--- config.mk ---
export PLATFORM = sky130hd
export DESIGN_NAME = capture_timer
export DESIGN_NICKNAME = d
export VERILOG_FILES = /design/src/rtl/capture_timer_pkg.sv /design/src/rtl/capture_timer.sv /design/src/rtl/event_edge_detect.sv
export SDC_FILE = /design/constraint.sdc
export NUM_CORES = 1
export LEC_CHECK = 0
export BUFFER_PORTS_ARGS = -buffer_cell sky130_fd_sc_hd__buf_2
export CAP_MARGIN = 10
export CORE_ASPECT_RATIO = 1.1
export CORE_MARGIN = 2
export CORE_UTILIZATION = 60
export DETAILED_ROUTE_END_ITERATION = 7
export GPL_ROUTABILITY_DRIVEN = 0
export PLACE_DENSITY = 0.79
export RECOVER_POWER = 50
export REMOVE_ABC_BUFFERS = 1
export SETUP_SLACK_MARGIN = 0.1
export SYNTH_ARGS = -nofsm -noshare
export SYNTH_HDL_FRONTEND = slang
export SYNTH_SLANG_ARGS = --single-unit
--- constraint.sdc ---
create_clock -name clk -period 4.8 [get_ports clk]
set_clock_uncertainty 0.2 [all_clocks]
set_input_delay 0.72 -clock clk [delete_from_list [all_inputs] [get_ports clk]]
set_output_delay 0.72 -clock clk [all_outputs]
set_load 0.02 [all_outputs]
--- src/rtl/capture_timer_pkg.sv ---
// Package with register map, field positions, reset values and mode codes of the capture timer.
package capture_timer_pkg;
	localparam logic [3:0] ctrl_a_off           = 4'h0;
	localparam logic [3:0] ctrl_b_off           = 4'h1;
	localparam logic [3:0] event_control_off    = 4'h4;
	localparam logic [3:0] interrupt_enable_off = 4'h5;
	localparam logic [3:0] interrupt_flags_off  = 4'h6;
	localparam logic [3:0] counter_status_off   = 4'h7;
	localparam logic [3:0] debug_control_off    = 4'h8;
	localparam logic [3:0] shared_latch_off     = 4'h9;
	localparam logic [3:0] counter_low_off      = 4'ha;
	localparam logic [3:0] counter_high_off     = 4'hb;
	localparam logic [3:0] compare_low_off      = 4'hc;
	localparam logic [3:0] compare_high_off     = 4'hd;

	localparam int enable_bit        = 0;
	localparam int count_mode_lsb    = 0;
	localparam int capture_ei_bit    = 0;
	localparam int edge_bit          = 4;
	localparam int capture_flag_bit  = 0;
	localparam int run_bit           = 0;
	localparam int debug_run_bit_pos = 0;

	localparam logic [7:0]  reg_reset   = 8'h00;
	localparam logic [15:0] count_reset = 16'h0000;

	typedef enum logic [2:0] {
		mode_periodic  = 3'h0,
		mode_timeout   = 3'h1,
		mode_capture   = 3'h2,
		mode_frequency = 3'h3,
		mode_pulse     = 3'h4,
		mode_freq_pw   = 3'h5,
		mode_single    = 3'h6,
		mode_pwm8      = 3'h7
	} count_mode_e;
endpackage

--- src/rtl/capture_timer.sv ---
// Capture timer: event handling, flags, run status, debug halt and 16-bit counter access.
//
// Overview of operation
// - Periodic and 8-bit PWM modes ignore both event edges.
// - Time-out mode: selected edge starts counter, the other edge stops it.
// - Capture mode: selected edge loads capture register and sets flag.
// - Frequency mode: selected edge captures, clears, restarts and sets flag.
// - Pulse-width mode: one edge restarts counter, opposite edge captures and flags.
// - Combined mode: restart, capture on opposite edge, stop on second edge.
// - Combined mode sets flag only at the stopping second edge.
// - Single-shot: selected edge starts counter, flag at top value.
// - Periodic and time-out modes set flag when counter reaches top.
// - 8-bit PWM sets flag when counter reaches compare high byte.
// - Events act only while capture event input enable is 1.
// - Interrupt enable bit 0 gates the capture interrupt.
// - Flag clears by writing 1, or reading capture in capture modes.
// - Run status reads 1 while counting; it is read-only.
// - Debug run 0 halts block in debug break; 1 keeps running.
// - One shared byte latch serves all 16-bit registers.
// - Counter low byte at base, high at base plus one, resets zero.
// - Bus write to the counter wins over internal count update.
// - Three-bit count mode field selects one of eight modes.
// - Interrupt request stands while flag and enable are both set.
`timescale 1ns/1ns
module capture_timer
	import capture_timer_pkg::*;
(
	// Clock and reset.
	input  wire logic       clk,
	input  wire logic       reset_n,
	// Register port.
	input  wire logic [3:0] addr,
	input  wire logic [7:0] wdata,
	input  wire logic       wr_en,
	input  wire logic       rd_en,
	output logic      [7:0] rdata,
	// Capture event and debug break.
	input  wire logic       capture_event,
	input  wire logic       debug_break,
	// Interrupt request.
	output logic            capture_irq
);
	typedef struct packed {
		logic [7:0]  rdata;
		logic        irq;
		logic        enable;
		logic [2:0]  mode;
		logic        edge_sel;
		logic        capture_ei;
		logic        int_en;
		logic        flag;
		logic        running;
		logic        debug_run;
		logic [7:0]  latch;
		logic [15:0] count;
		logic [15:0] compare;
		logic        freq_pw_armed;
		logic        freq_pw_done;
	} timer_s;

	timer_s state_ff;
	timer_s nxt_state;
	logic   rst_meta_ff;
	logic   rst_sync_ff;
	logic   rise;
	logic   fall;
	logic   active;

	always_ff @(posedge clk or negedge reset_n) begin
		if (!reset_n) begin
			rst_meta_ff <= 1'b0;
			rst_sync_ff <= 1'b0;
		end else begin
			rst_meta_ff <= 1'b1;
			rst_sync_ff <= rst_meta_ff;
		end
	end

	assign active = state_ff.enable & (state_ff.debug_run | ~debug_break);

	event_edge_detect u_edge (
		.clk      (clk),
		.rst_n    (rst_sync_ff),
		.event_in (capture_event),
		.accept   (active & state_ff.capture_ei),
		.rise     (rise),
		.fall     (fall)
	);

	function automatic logic is_capture_mode(input logic [2:0] m);
		return (m == mode_capture) || (m == mode_frequency) ||
			(m == mode_pulse) || (m == mode_freq_pw);
	endfunction

	always_comb begin
		logic sel;
		logic other;
		logic set_flag;
		logic at_top;
		logic do_capture;
		logic do_restart;
		logic [15:0] top;
		sel        = state_ff.edge_sel ? fall : rise;
		other      = state_ff.edge_sel ? rise : fall;
		set_flag   = 1'b0;
		at_top     = 1'b0;
		do_capture = 1'b0;
		do_restart = 1'b0;
		top        = state_ff.compare;
		nxt_state  = state_ff;
		// Read data stand for one cycle only; every other cycle shows zero.
		nxt_state.rdata = 8'h00;

		// top is compare high byte in PWM
		if (state_ff.mode == mode_pwm8) begin
			top = {8'h00, state_ff.compare[15:8]};
		end
		// A captured value is no top, so capture modes count through the full range.
		at_top = state_ff.running && !is_capture_mode(state_ff.mode) &&
			(state_ff.count == top);

		if (active && state_ff.running) begin
			if (at_top) begin
				nxt_state.count = count_reset;
			end else begin
				nxt_state.count = state_ff.count + 16'h0001;
			end
		end

		case (count_mode_e'(state_ff.mode))
			mode_periodic: begin
				nxt_state.running = state_ff.enable;
				set_flag          = active & at_top;
			end
			mode_pwm8: begin
				nxt_state.running = state_ff.enable;
				set_flag          = active & at_top;
			end
			mode_timeout: begin
				if (sel) begin
					nxt_state.running = 1'b1;
				end else if (other) begin
					nxt_state.running = 1'b0;
				end
				set_flag = active & at_top;
			end
			mode_capture: begin
				nxt_state.running = state_ff.enable;
				do_capture = sel;
			end
			mode_frequency: begin
				nxt_state.running = state_ff.enable;
				do_capture = sel;
				do_restart = sel;
			end
			mode_pulse: begin
				nxt_state.running = state_ff.enable;
				do_restart = sel;
				do_capture = other;
			end
			mode_freq_pw: begin
				if (sel && !state_ff.freq_pw_armed) begin
					do_restart              = 1'b1;
					nxt_state.running       = 1'b1;
					nxt_state.freq_pw_armed = 1'b1;
					nxt_state.freq_pw_done  = 1'b0;
				end else if (other && state_ff.freq_pw_armed && !state_ff.freq_pw_done) begin
					nxt_state.compare      = state_ff.count;
					nxt_state.freq_pw_done = 1'b1;
				end else if (sel && state_ff.freq_pw_done) begin
					nxt_state.running       = 1'b0;
					nxt_state.freq_pw_armed = 1'b0;
					nxt_state.freq_pw_done  = 1'b0;
					set_flag                = 1'b1;
				end
			end
			mode_single: begin
				// start on edge, flag at top
				if (sel) begin
					nxt_state.running = 1'b1;
				end else if (active && at_top) begin
					nxt_state.running = 1'b0;
					set_flag          = 1'b1;
				end
			end
			default: begin
				nxt_state.running = 1'b0;
			end
		endcase

		if (do_capture) begin
			nxt_state.compare = state_ff.count;
			set_flag          = 1'b1;
		end
		if (do_restart) begin
			nxt_state.count = count_reset;
		end
		if (!state_ff.enable) begin
			nxt_state.running = 1'b0;
		end
		// A mode change abandons a half-done combined measurement.
		if (state_ff.mode != mode_freq_pw) begin
			nxt_state.freq_pw_armed = 1'b0;
			nxt_state.freq_pw_done  = 1'b0;
		end

		// Register reads; a capture read may clear the flag.
		if (rd_en) begin
			case (addr)
				ctrl_a_off:           nxt_state.rdata[enable_bit] = state_ff.enable;
				ctrl_b_off:           nxt_state.rdata[2:0] = state_ff.mode;
				event_control_off: begin
					nxt_state.rdata[edge_bit]       = state_ff.edge_sel;
					nxt_state.rdata[capture_ei_bit] = state_ff.capture_ei;
				end
				interrupt_enable_off: nxt_state.rdata[capture_flag_bit] = state_ff.int_en;
				interrupt_flags_off:  nxt_state.rdata[capture_flag_bit] = state_ff.flag;
				counter_status_off:   nxt_state.rdata[run_bit] = state_ff.running;
				debug_control_off:    nxt_state.rdata[debug_run_bit_pos] = state_ff.debug_run;
				shared_latch_off:     nxt_state.rdata = state_ff.latch;
				counter_low_off: begin
					nxt_state.rdata = state_ff.count[7:0];
					nxt_state.latch = state_ff.count[15:8];
				end
				counter_high_off:     nxt_state.rdata = state_ff.latch;
				compare_low_off: begin
					nxt_state.rdata = state_ff.compare[7:0];
					nxt_state.latch = state_ff.compare[15:8];
					if (is_capture_mode(state_ff.mode)) begin
						nxt_state.flag = 1'b0;
					end
				end
				compare_high_off:     nxt_state.rdata = state_ff.latch;
				default:              nxt_state.rdata = 8'h00;
			endcase
		end

		if (wr_en) begin
			case (addr)
				ctrl_a_off:           nxt_state.enable = wdata[enable_bit];
				ctrl_b_off:           nxt_state.mode = wdata[count_mode_lsb +: 3];
				event_control_off: begin
					nxt_state.edge_sel   = wdata[edge_bit];
					nxt_state.capture_ei = wdata[capture_ei_bit];
				end
				interrupt_enable_off: nxt_state.int_en = wdata[capture_flag_bit];
				interrupt_flags_off: begin
					if (wdata[capture_flag_bit]) begin
						nxt_state.flag = 1'b0;
					end
				end
				debug_control_off:    nxt_state.debug_run = wdata[debug_run_bit_pos];
				shared_latch_off:     nxt_state.latch = wdata;
				counter_low_off:      nxt_state.latch = wdata;
				counter_high_off:     nxt_state.count = {wdata, state_ff.latch};
				compare_low_off:      nxt_state.latch = wdata;
				compare_high_off:     nxt_state.compare = {wdata, state_ff.latch};
				default: begin
				end
			endcase
		end

		// Set wins over a clear in the same cycle.
		if (set_flag) begin
			nxt_state.flag = 1'b1;
		end

		nxt_state.irq = nxt_state.flag & nxt_state.int_en;
	end

	always_ff @(posedge clk or negedge rst_sync_ff) begin
		if (!rst_sync_ff) begin
			state_ff <= '0;
		end else begin
			state_ff <= nxt_state;
		end
	end

	assign rdata       = state_ff.rdata;
	assign capture_irq = state_ff.irq;
endmodule

--- src/rtl/event_edge_detect.sv ---
// Edge detector for the capture event input.
`timescale 1ns/1ns
module event_edge_detect (
	// Clock and reset.
	input  wire logic clk,
	input  wire logic rst_n,
	// Event level and qualifier.
	input  wire logic event_in,
	input  wire logic accept,
	// Edge pulses.
	output logic      rise,
	output logic      fall
);
	typedef struct packed {
		logic last;
	} edge_s;

	edge_s state_ff;
	edge_s nxt_state;

	always_comb begin
		nxt_state      = state_ff;
		nxt_state.last = event_in;
	end

	always_ff @(posedge clk or negedge rst_n) begin
		if (!rst_n) begin
			state_ff <= '0;
		end else begin
			state_ff <= nxt_state;
		end
	end

	// Level is tracked always, so a halt does not fake an edge on resume.
	assign rise = accept & event_in & ~state_ff.last;
	assign fall = accept & ~event_in & state_ff.last;
endmodule

[Word level (Yosys, flattened, before mapping)]
Cells that the tools add are included.
W data, S select, Z words.
Cells by class
  equal/unequal tests: 25
  bitwise operators: 12
  add/subtract/negate cells: 1
  reductions and logical operators: 32
  multiplexer cells: 54
Operators by type and width (count)
  $mux W16: 9
  $mux W40: 1
  $mux W1: 26
  $eq A4 B4 Y1 const B: 6
  $mux W8: 3
  $mux W18: 1
  $add A16 B1 Y16 const B: 1
  $eq A16 B16 Y1: 1
  $eq A4 B3 Y1 const B: 4
  $pmux W8 S2: 1
  $eq A3 B3 Y1 const B: 4
  $ne A4 B4 Y1 const B: 3
  $pmux W1 S10: 1
  $reduce_and A2 Y1: 5
  $pmux W3 S3: 1
  $reduce_or A3 Y1: 3
  $and A1 B1 Y1: 8
  $logic_and A1 B1 Y1: 8
  $mux W2: 4
  $pmux W1 S4: 2
  $pmux W2 S4: 1
  $eq A3 B2 Y1 const B: 2
  $pmux W1 S3: 2
  $reduce_or A5 Y1: 1
  18 further kinds: 26
Storage, ports and cells
  bits in registers: 64
  input port bits: 18
  logic and storage cells: 142
  output and inout bits: 9

[Logic depth before layout (Yosys ltp)]
Gate-level depths: netlist of run 1.
  depth after elaboration: 15
  mapped depth: 9
  mapped depth without buffers: 6

[Hierarchy]
From an unflattened synthesis of run 1, not the netlist that was laid out.
Unflattened totals
  cell total of the unflattened synthesis: 461
  area, all modules: 4239.1 sq um
Modules (own cells, without submodules)
  capture_timer: times used 1, seq. area each 1576.5 sq um, area an instance 4196.5 sq um, cells each 458
  event_edge_detect: times used 1, seq. area each 25.0 sq um, area an instance 42.5 sq um, cells each 3

[Least setup slack after synthesis of run 1]
Ideal clock, no wire load.
  kind: input port to flip-flop
  from: in addr[3]
  to: reg state_ff[24] (netlist bit)
  cell stages on the path: 7
  setup slack: 2245 ps
  library setup time: 68 ps
  buffers on the path: 3
  required time: 4532 ps
  data arrival time: 2287 ps
  cells stage by stage: clkbuf_1 -> and3b_1 -> and3_1 -> clkbuf_1 -> a21oi_1 -> clkbuf_1 -> a32o_1
RTL lines
  start: declaration: RTL line capture_timer.sv:32  | input wire logic [3:0] addr,
  end signal: assignment: RTL line capture_timer.sv:275  | state_ff <= nxt_state;
  end: declaration: RTL line capture_timer.sv:61  | timer_s state_ff;

==> out/metrics.csv, run 1 <==
metric,value,unit
Bufs on Longest Clock Path,2,
hold_buf cts,1,
leakage power,1.87,nW
most common cell in the synthesized netlist,dfrtp_1,
Rows,31,
Initial DRC Count,471,
max-cap viol count,0,
reg-to-reg endpoint,state_ff[33]$_DFF_PN0_,
Layout area overhead,6.02,%
pins over their slew limit,0,
r2r worst-path depth,6,
"Power, Total",2.08,mW
Commonest cells post-synth,"dfrtp_1 (64), nor2_1 (49), nand2_1 (32), a21oi_1 (29), clkbuf_1 (24)",
CP arrival,2.97,ns
CORE AREA,0.00659,mm2
HPWL Detailed,7280,um
sequential area share after synthesis,0.391,
max_slew headroom,0.479,
outcome,completed,
Worst Hold Depth,0,
peak supply drop,246,uV
Worst-Margin Slew,0.779,ns
fmax,342,MHz
buffers added on ports,26,
setup bufs post-CTS,0,
First-pass DRT Iterations,5,
post-route insts no fill,539,
fin crit share,0.608,
setup violators final,0,
PD cells,478,mW/mm2
vias per std cell,6.76,
critical path type,in2reg,
Final Hold Viols,0,
Overflow after GRT,0,
Reg-to-Reg Start,state_ff[50]$_DFFE_PN0P_,
asr flop ratio synth,1.00,
drt wl/cell,19.8,um
r2r setup slk,1.90,ns
"top cells by area, synth","dfrtp_1 (39%), mux2i_1 (5.1%), nor2_1 (4.5%)",
chip height,90.7,um
"Reg clk slew, reported paths",0.07,ns
Hold Path End,rst_sync_ff$_DFF_PN0_,
first-pass GRT wire length,17300,um
vias in the first global route,3450,
Yosys reg bits,64,
H-tree levels,3,
Routed WL,10700,um
Final Net Count,471,
Fill cells,571,
Tmin final,2.92,ns
Synth Warn #,0,
"Max FO, Critical Path",16,
Post-Synthesis Cell Area,0.00410,mm2
die width,82.8,um
CTS sink count,64,
FF/Latch Area,0.00160,mm2
cell taking the most area after synthesis,dfrtp_1,
Num CTS Buffers,9,
largest net degree at the start of global routing,63,
WP data required,4.85,ns
Starting Density,0.621,
top_reg_cell synth,dfrtp_1,
Total GRT Usage,0.306,
area of the multi-input gates,0.00222,mm2
initial antenna violation count,0,
Setup crit end kind,flop,
vias,3645,
placed cells,522,
Startpoint Class,input port,
top-area cell type share of the netlist area,0.391,
Die ar.,0.00750,mm2
Root Driver,clkbuf_8,
clk_lat worst skew,0.35,ns
layout cells sized above 1,0.125,
Netlist cell types,62,
DRC,0,
Cells after Synth,453,
RSZ-0062 raised after global routing,no,
Post-synth EDFFs,0,
CTS tree,done,
Routed Antenna Nets,0,
ANT cells,0,
worst hold-check path type,reg2reg,
Synth Area per Inst,9.04,um2
sum of negative setup slack,0,ns
worst hold start,rst_meta_ff$_DFF_PN0_,
PostCTS Resize Cnt,0,
Ports,27,
[cell usage in the layout (no fill, tap or decap), types with 7 or more instances in the layout]
master / n
dfrtp_1: 63
clkbuf_8: 11
xnor2_1: 19
o21ai_0: 12
mux2i_1: 21
a32o_1: 13
nand2_1: 32
nor2_1: 49
inv_1: 13
a22oi_1: 16
mux2_2: 9
a31oi_1: 12
a21oi_1: 29
and3_1: 7
nand3_1: 21
nor2b_1: 14
buf_2: 23
[power by group]
part	internal [mW]	switching, mW	total (mW)
clock	0.267	0.206	0.473
sequential	0.696	0.286	0.982
combinational	0.313	0.309	0.622
total	1.28	0.800	2.08
[layer usage]
layer  part of all wire  vias up  GRT usage
met3              0.074       34     0.0690
met1               0.42     1774      0.416
met5                  0        -          0
met4              0.030        0      0.133
met2               0.48      190      0.464
li1                   -     1647          -
[final cells by class]
cell class,instances,area share
clock inverter,3,0.00922
inverter,13,0.0112
tap,82,0.0236
clock buffer,13,0.0366
sequential,64,0.369
multi-input combinational,333,0.512
timing repair buffer,31,0.0383
[worst max path at each step]
| stage | from | cells past startpoint | endpoint | slack, ns |
|---|---|---|---|---|
| 2_1_floorplan | addr[1] | 5 | state_ff[19]$_DFF_PN0_ | 2.28 |
| 5_1_grt | state_ff[50]$_DFFE_PN0P_ | 6 | state_ff[20]$_DFF_PN0_ | 1.73 |
| 3_5_place_dp | addr[2] | 7 | state_ff[19]$_DFF_PN0_ | 1.94 |
| 6_report | addr[1] | 6 | state_ff[41]$_DFF_PN0_ | 1.88 |
| 4_1_cts | state_ff[50]$_DFFE_PN0P_ | 6 | state_ff[33]$_DFF_PN0_ | 1.96 |
| 3_3_place_gp | addr[2] | 7 | state_ff[18]$_DFF_PN0_ | 1.98 |
[state kept, by name, indices dropped and copies added (netlist names)]
signal / count
capture_irq: 1
rdata: 8
rst_meta_ff: 1
rst_sync_ff: 1
state_ff: 52
u_edge.state_ff: 1
[worst max-delay path: stages]
cell and delay (ns):
clkbuf_1 0.50, nor2_1 0.27, and4_1 0.45, nor2_1 0.63, nand2_1 0.17, a31oi_1 0.23
[stage by stage]
step / utilization / worst slack, ns / hold slack [ns] / instance area, um2
2_1_floorplan: - / 2.28 / 0.131 / 3870
3_3_place_gp: 0.628 / 1.98 / 0.137 / 4140
3_5_place_dp: 0.628 / 1.94 / 0.140 / 4140
4_1_cts: 0.659 / 1.96 / 0.156 / 4350
5_1_grt: 0.659 / 1.73 / 0.170 / 4340
6_report: 0.659 / 1.88 / 0.151 / 4340
[logic make-up (layout without fill, tap and decap cells)]
kind of cell,after synthesis,after routing,share of synthesized area
AND/OR/NAND/NOR,154,154,0.193
AO/OA/AOI/OAI,123,123,0.215
flip-flops,64,64,0.391
buffers and inverters,56,60,0.0663
multiplexers,31,31,0.0816
XOR/XNOR,23,23,0.0492
adder cells (fa/ha/maj),1,1,0.00305
other,1,1,0.000915
(Power assumes the default switching activity.)
==> run 2: changes to the inputs <==
==> constraint.sdc (replaced) <==
create_clock -name clk -period 2.8 [get_ports clk]
set_clock_uncertainty 0.2 [all_clocks]
set_input_delay 0.42 -clock clk [delete_from_list [all_inputs] [get_ports clk]]
set_output_delay 0.42 -clock clk [all_outputs]
set_load 0.02 [all_outputs]
==> run 2 against run 1 <==
The run now ends with max-capacitance violations, max-slew violations left; register-to-register slack worse by 1.6 ns; largest power group unchanged; utilization up 2.6 points; critical path type is now reg2reg; first-iteration DRC count is 13% lower; global-route usage is 0.17 points higher; worst hold slack got worse by 0.10 ns.
==> out/metrics.csv, run 2 (synthesis gave the netlist of run 1 again) <==
metric,value,unit
Bufs on Longest Clock Path,2,
Overflow after GRT,0,
Ports,27,
Final Net Count,486,
sw frac,0.377,
Layout area overhead,10.2,%
grt peak-use layer,met2,
"Max FO, Critical Path",16,
Final Hold Viols,0,
Tmin final,2.52,ns
WP data required,2.83,ns
post-route cell area,0.00452,mm2
CORE AREA,0.00659,mm2
die width,82.8,um
DRC,0,
FF/Latch Area,0.00160,mm2
RSZ-0062 raised after global routing,no,
r2r setup slk,0.28,ns
critical path type,reg2reg,
met3 Use GR,0.0600,
max-cap viol count,1,
met2 usage,0.467,
Internal Power,2.31,mW
violated checks,"max-capacitance violations, max-slew violations",
Rows,31,
worst hold-check path type,in2reg,
Startpoint Class,flop,
fin worst setup slack,0.281,ns
sequential share of power,0.452,
Initial DRC Count,410,
Root Driver,clkbuf_8,
pins over their slew limit,63,
most frequent cells in the layout,"dfrtp_1 (62), nor2_1 (49), nand2_1 (32)",
vias per std cell,6.66,
clock share of power,0.243,
Num CTS Buffers,9,
dpl ws,0.138,ns
fmax,397,MHz
area of the multi-input gates,0.00223,mm2
Routed WL,10800,um
chip height,90.7,um
initial antenna violation count,0,
sw power,1.40,mW
Placed Instance Area,0.00423,mm2
layout cells sized above 1,0.159,
vias,3687,
H-tree levels,3,
CP arrival,2.55,ns
met1 Usage GRT,0.435,
Worst-Margin Slew,1.52,ns
max reg flops,52,
Die ar.,0.00750,mm2
sum of negative setup slack,0,ns
first-pass GRT wire length,17600,um
setup violators final,0,
Total GRT Usage,0.308,
peak supply drop,499,uV
PD cells,821,mW/mm2
drt wl/cell,19.5,um
largest net degree at the start of global routing,63,
leakage power,1.97,nW
fin crit share,0.899,
vias in the first global route,3495,
max_slew headroom,-0.0150,
Starting Density,0.621,
CTS sink count,64,
Setup crit end kind,flop,
buffers added on ports,26,
largest reg by FF count,state_ff,
CTS tree,done,
outcome,"finished, violations left",
"most common cell after layout, fill and taps aside",dfrtp_1,
"Reg clk slew, reported paths",0.07,ns
Fill cells,547,
HPWL Detailed,7440,um
First-pass DRT Iterations,5,
clk_lat worst skew,0.35,ns
Routed Antenna Nets,0,
ANT cells,0,
Comb power frac,0.305,
"Power, Total",3.71,mW
run 2: power by group through the flow:
stage          clock (mW)  combinational [mW]  sequential [mW]
2_1_floorplan           0               0.830             1.53
3_3_place_gp            0                1.05             1.63
3_5_place_dp            0                1.08             1.66
4_1_cts             0.912                1.09             1.64
5_1_grt             0.951                1.24             1.71
6_report            0.902                1.13             1.67
run 2: cell type report:
| type | instances | share of cell area |
|---|---|---|
| clock inverters | 3 | 0.0144 |
| inverters | 13 | 0.0108 |
| repair buffers | 46 | 0.0668 |
| multi-input cells | 333 | 0.495 |
| clock buffers | 13 | 0.0352 |
| flip-flops and latches | 64 | 0.355 |
| well taps | 82 | 0.0227 |
run 2: per-stage QoR:
| step | cells | util | hold WS [ns] |
|---|---|---|---|
| 2_1_floorplan | 410 | - | -0.0756 |
| 3_3_place_gp | 534 | 0.641 | 0.00503 |
| 3_5_place_dp | 534 | 0.641 | 0.00654 |
| 4_1_cts | 551 | 0.677 | 0.0258 |
| 5_1_grt | 554 | 0.685 | 0.0444 |
| 6_report | 554 | 0.685 | 0.0499 |
run 2: metal layers:
| layer | vias up | wire (um) |
|---|---|---|
| met3 | 31 | 800 |
| li1 | 1686 | - |
| met1 | 1785 | 4610 |
| met2 | 185 | 5130 |
| met5 | - | 0 |
| met4 | 0 | 239 |
run 2: worst paths after layout:
kind | startpoint | to | cells past startpoint
min reg2reg | rst_meta_ff$_DFF_PN0_ | rst_sync_ff$_DFF_PN0_ | 0
min in group asynchronous | reset_n | rst_meta_ff$_DFF_PN0_ | 2
max | state_ff[31]$_DFF_PN0_ | state_ff[33]$_DFF_PN0_ | 7
max in group asynchronous | rst_sync_ff$_DFF_PN0_ | state_ff[48]$_DFFE_PN0P_ | 1
max reg2reg | state_ff[31]$_DFF_PN0_ | state_ff[33]$_DFF_PN0_ | 7
min | capture_event | u_edge.state_ff$_DFF_PN0_ | 1
run 2: repair_timing:
action / in CTS / in global routing
endpoints found under the hold margin: 2 / 0
setup endpoints to repair: 0 / 25
resized for setup: 0 / 4
hold buffers: 1 / 0
buffers inserted: 0 / 3
run 2: worst max-delay path: stages (launching register included):
cell and delay [ns]:
dfrtp_1 0.46, nor2b_1 0.17, a2111oi_1 0.46, o211ai_1 0.22, nor4_4 0.32, nand4_4 0.14
buf_12 0.19, a32o_1 0.25
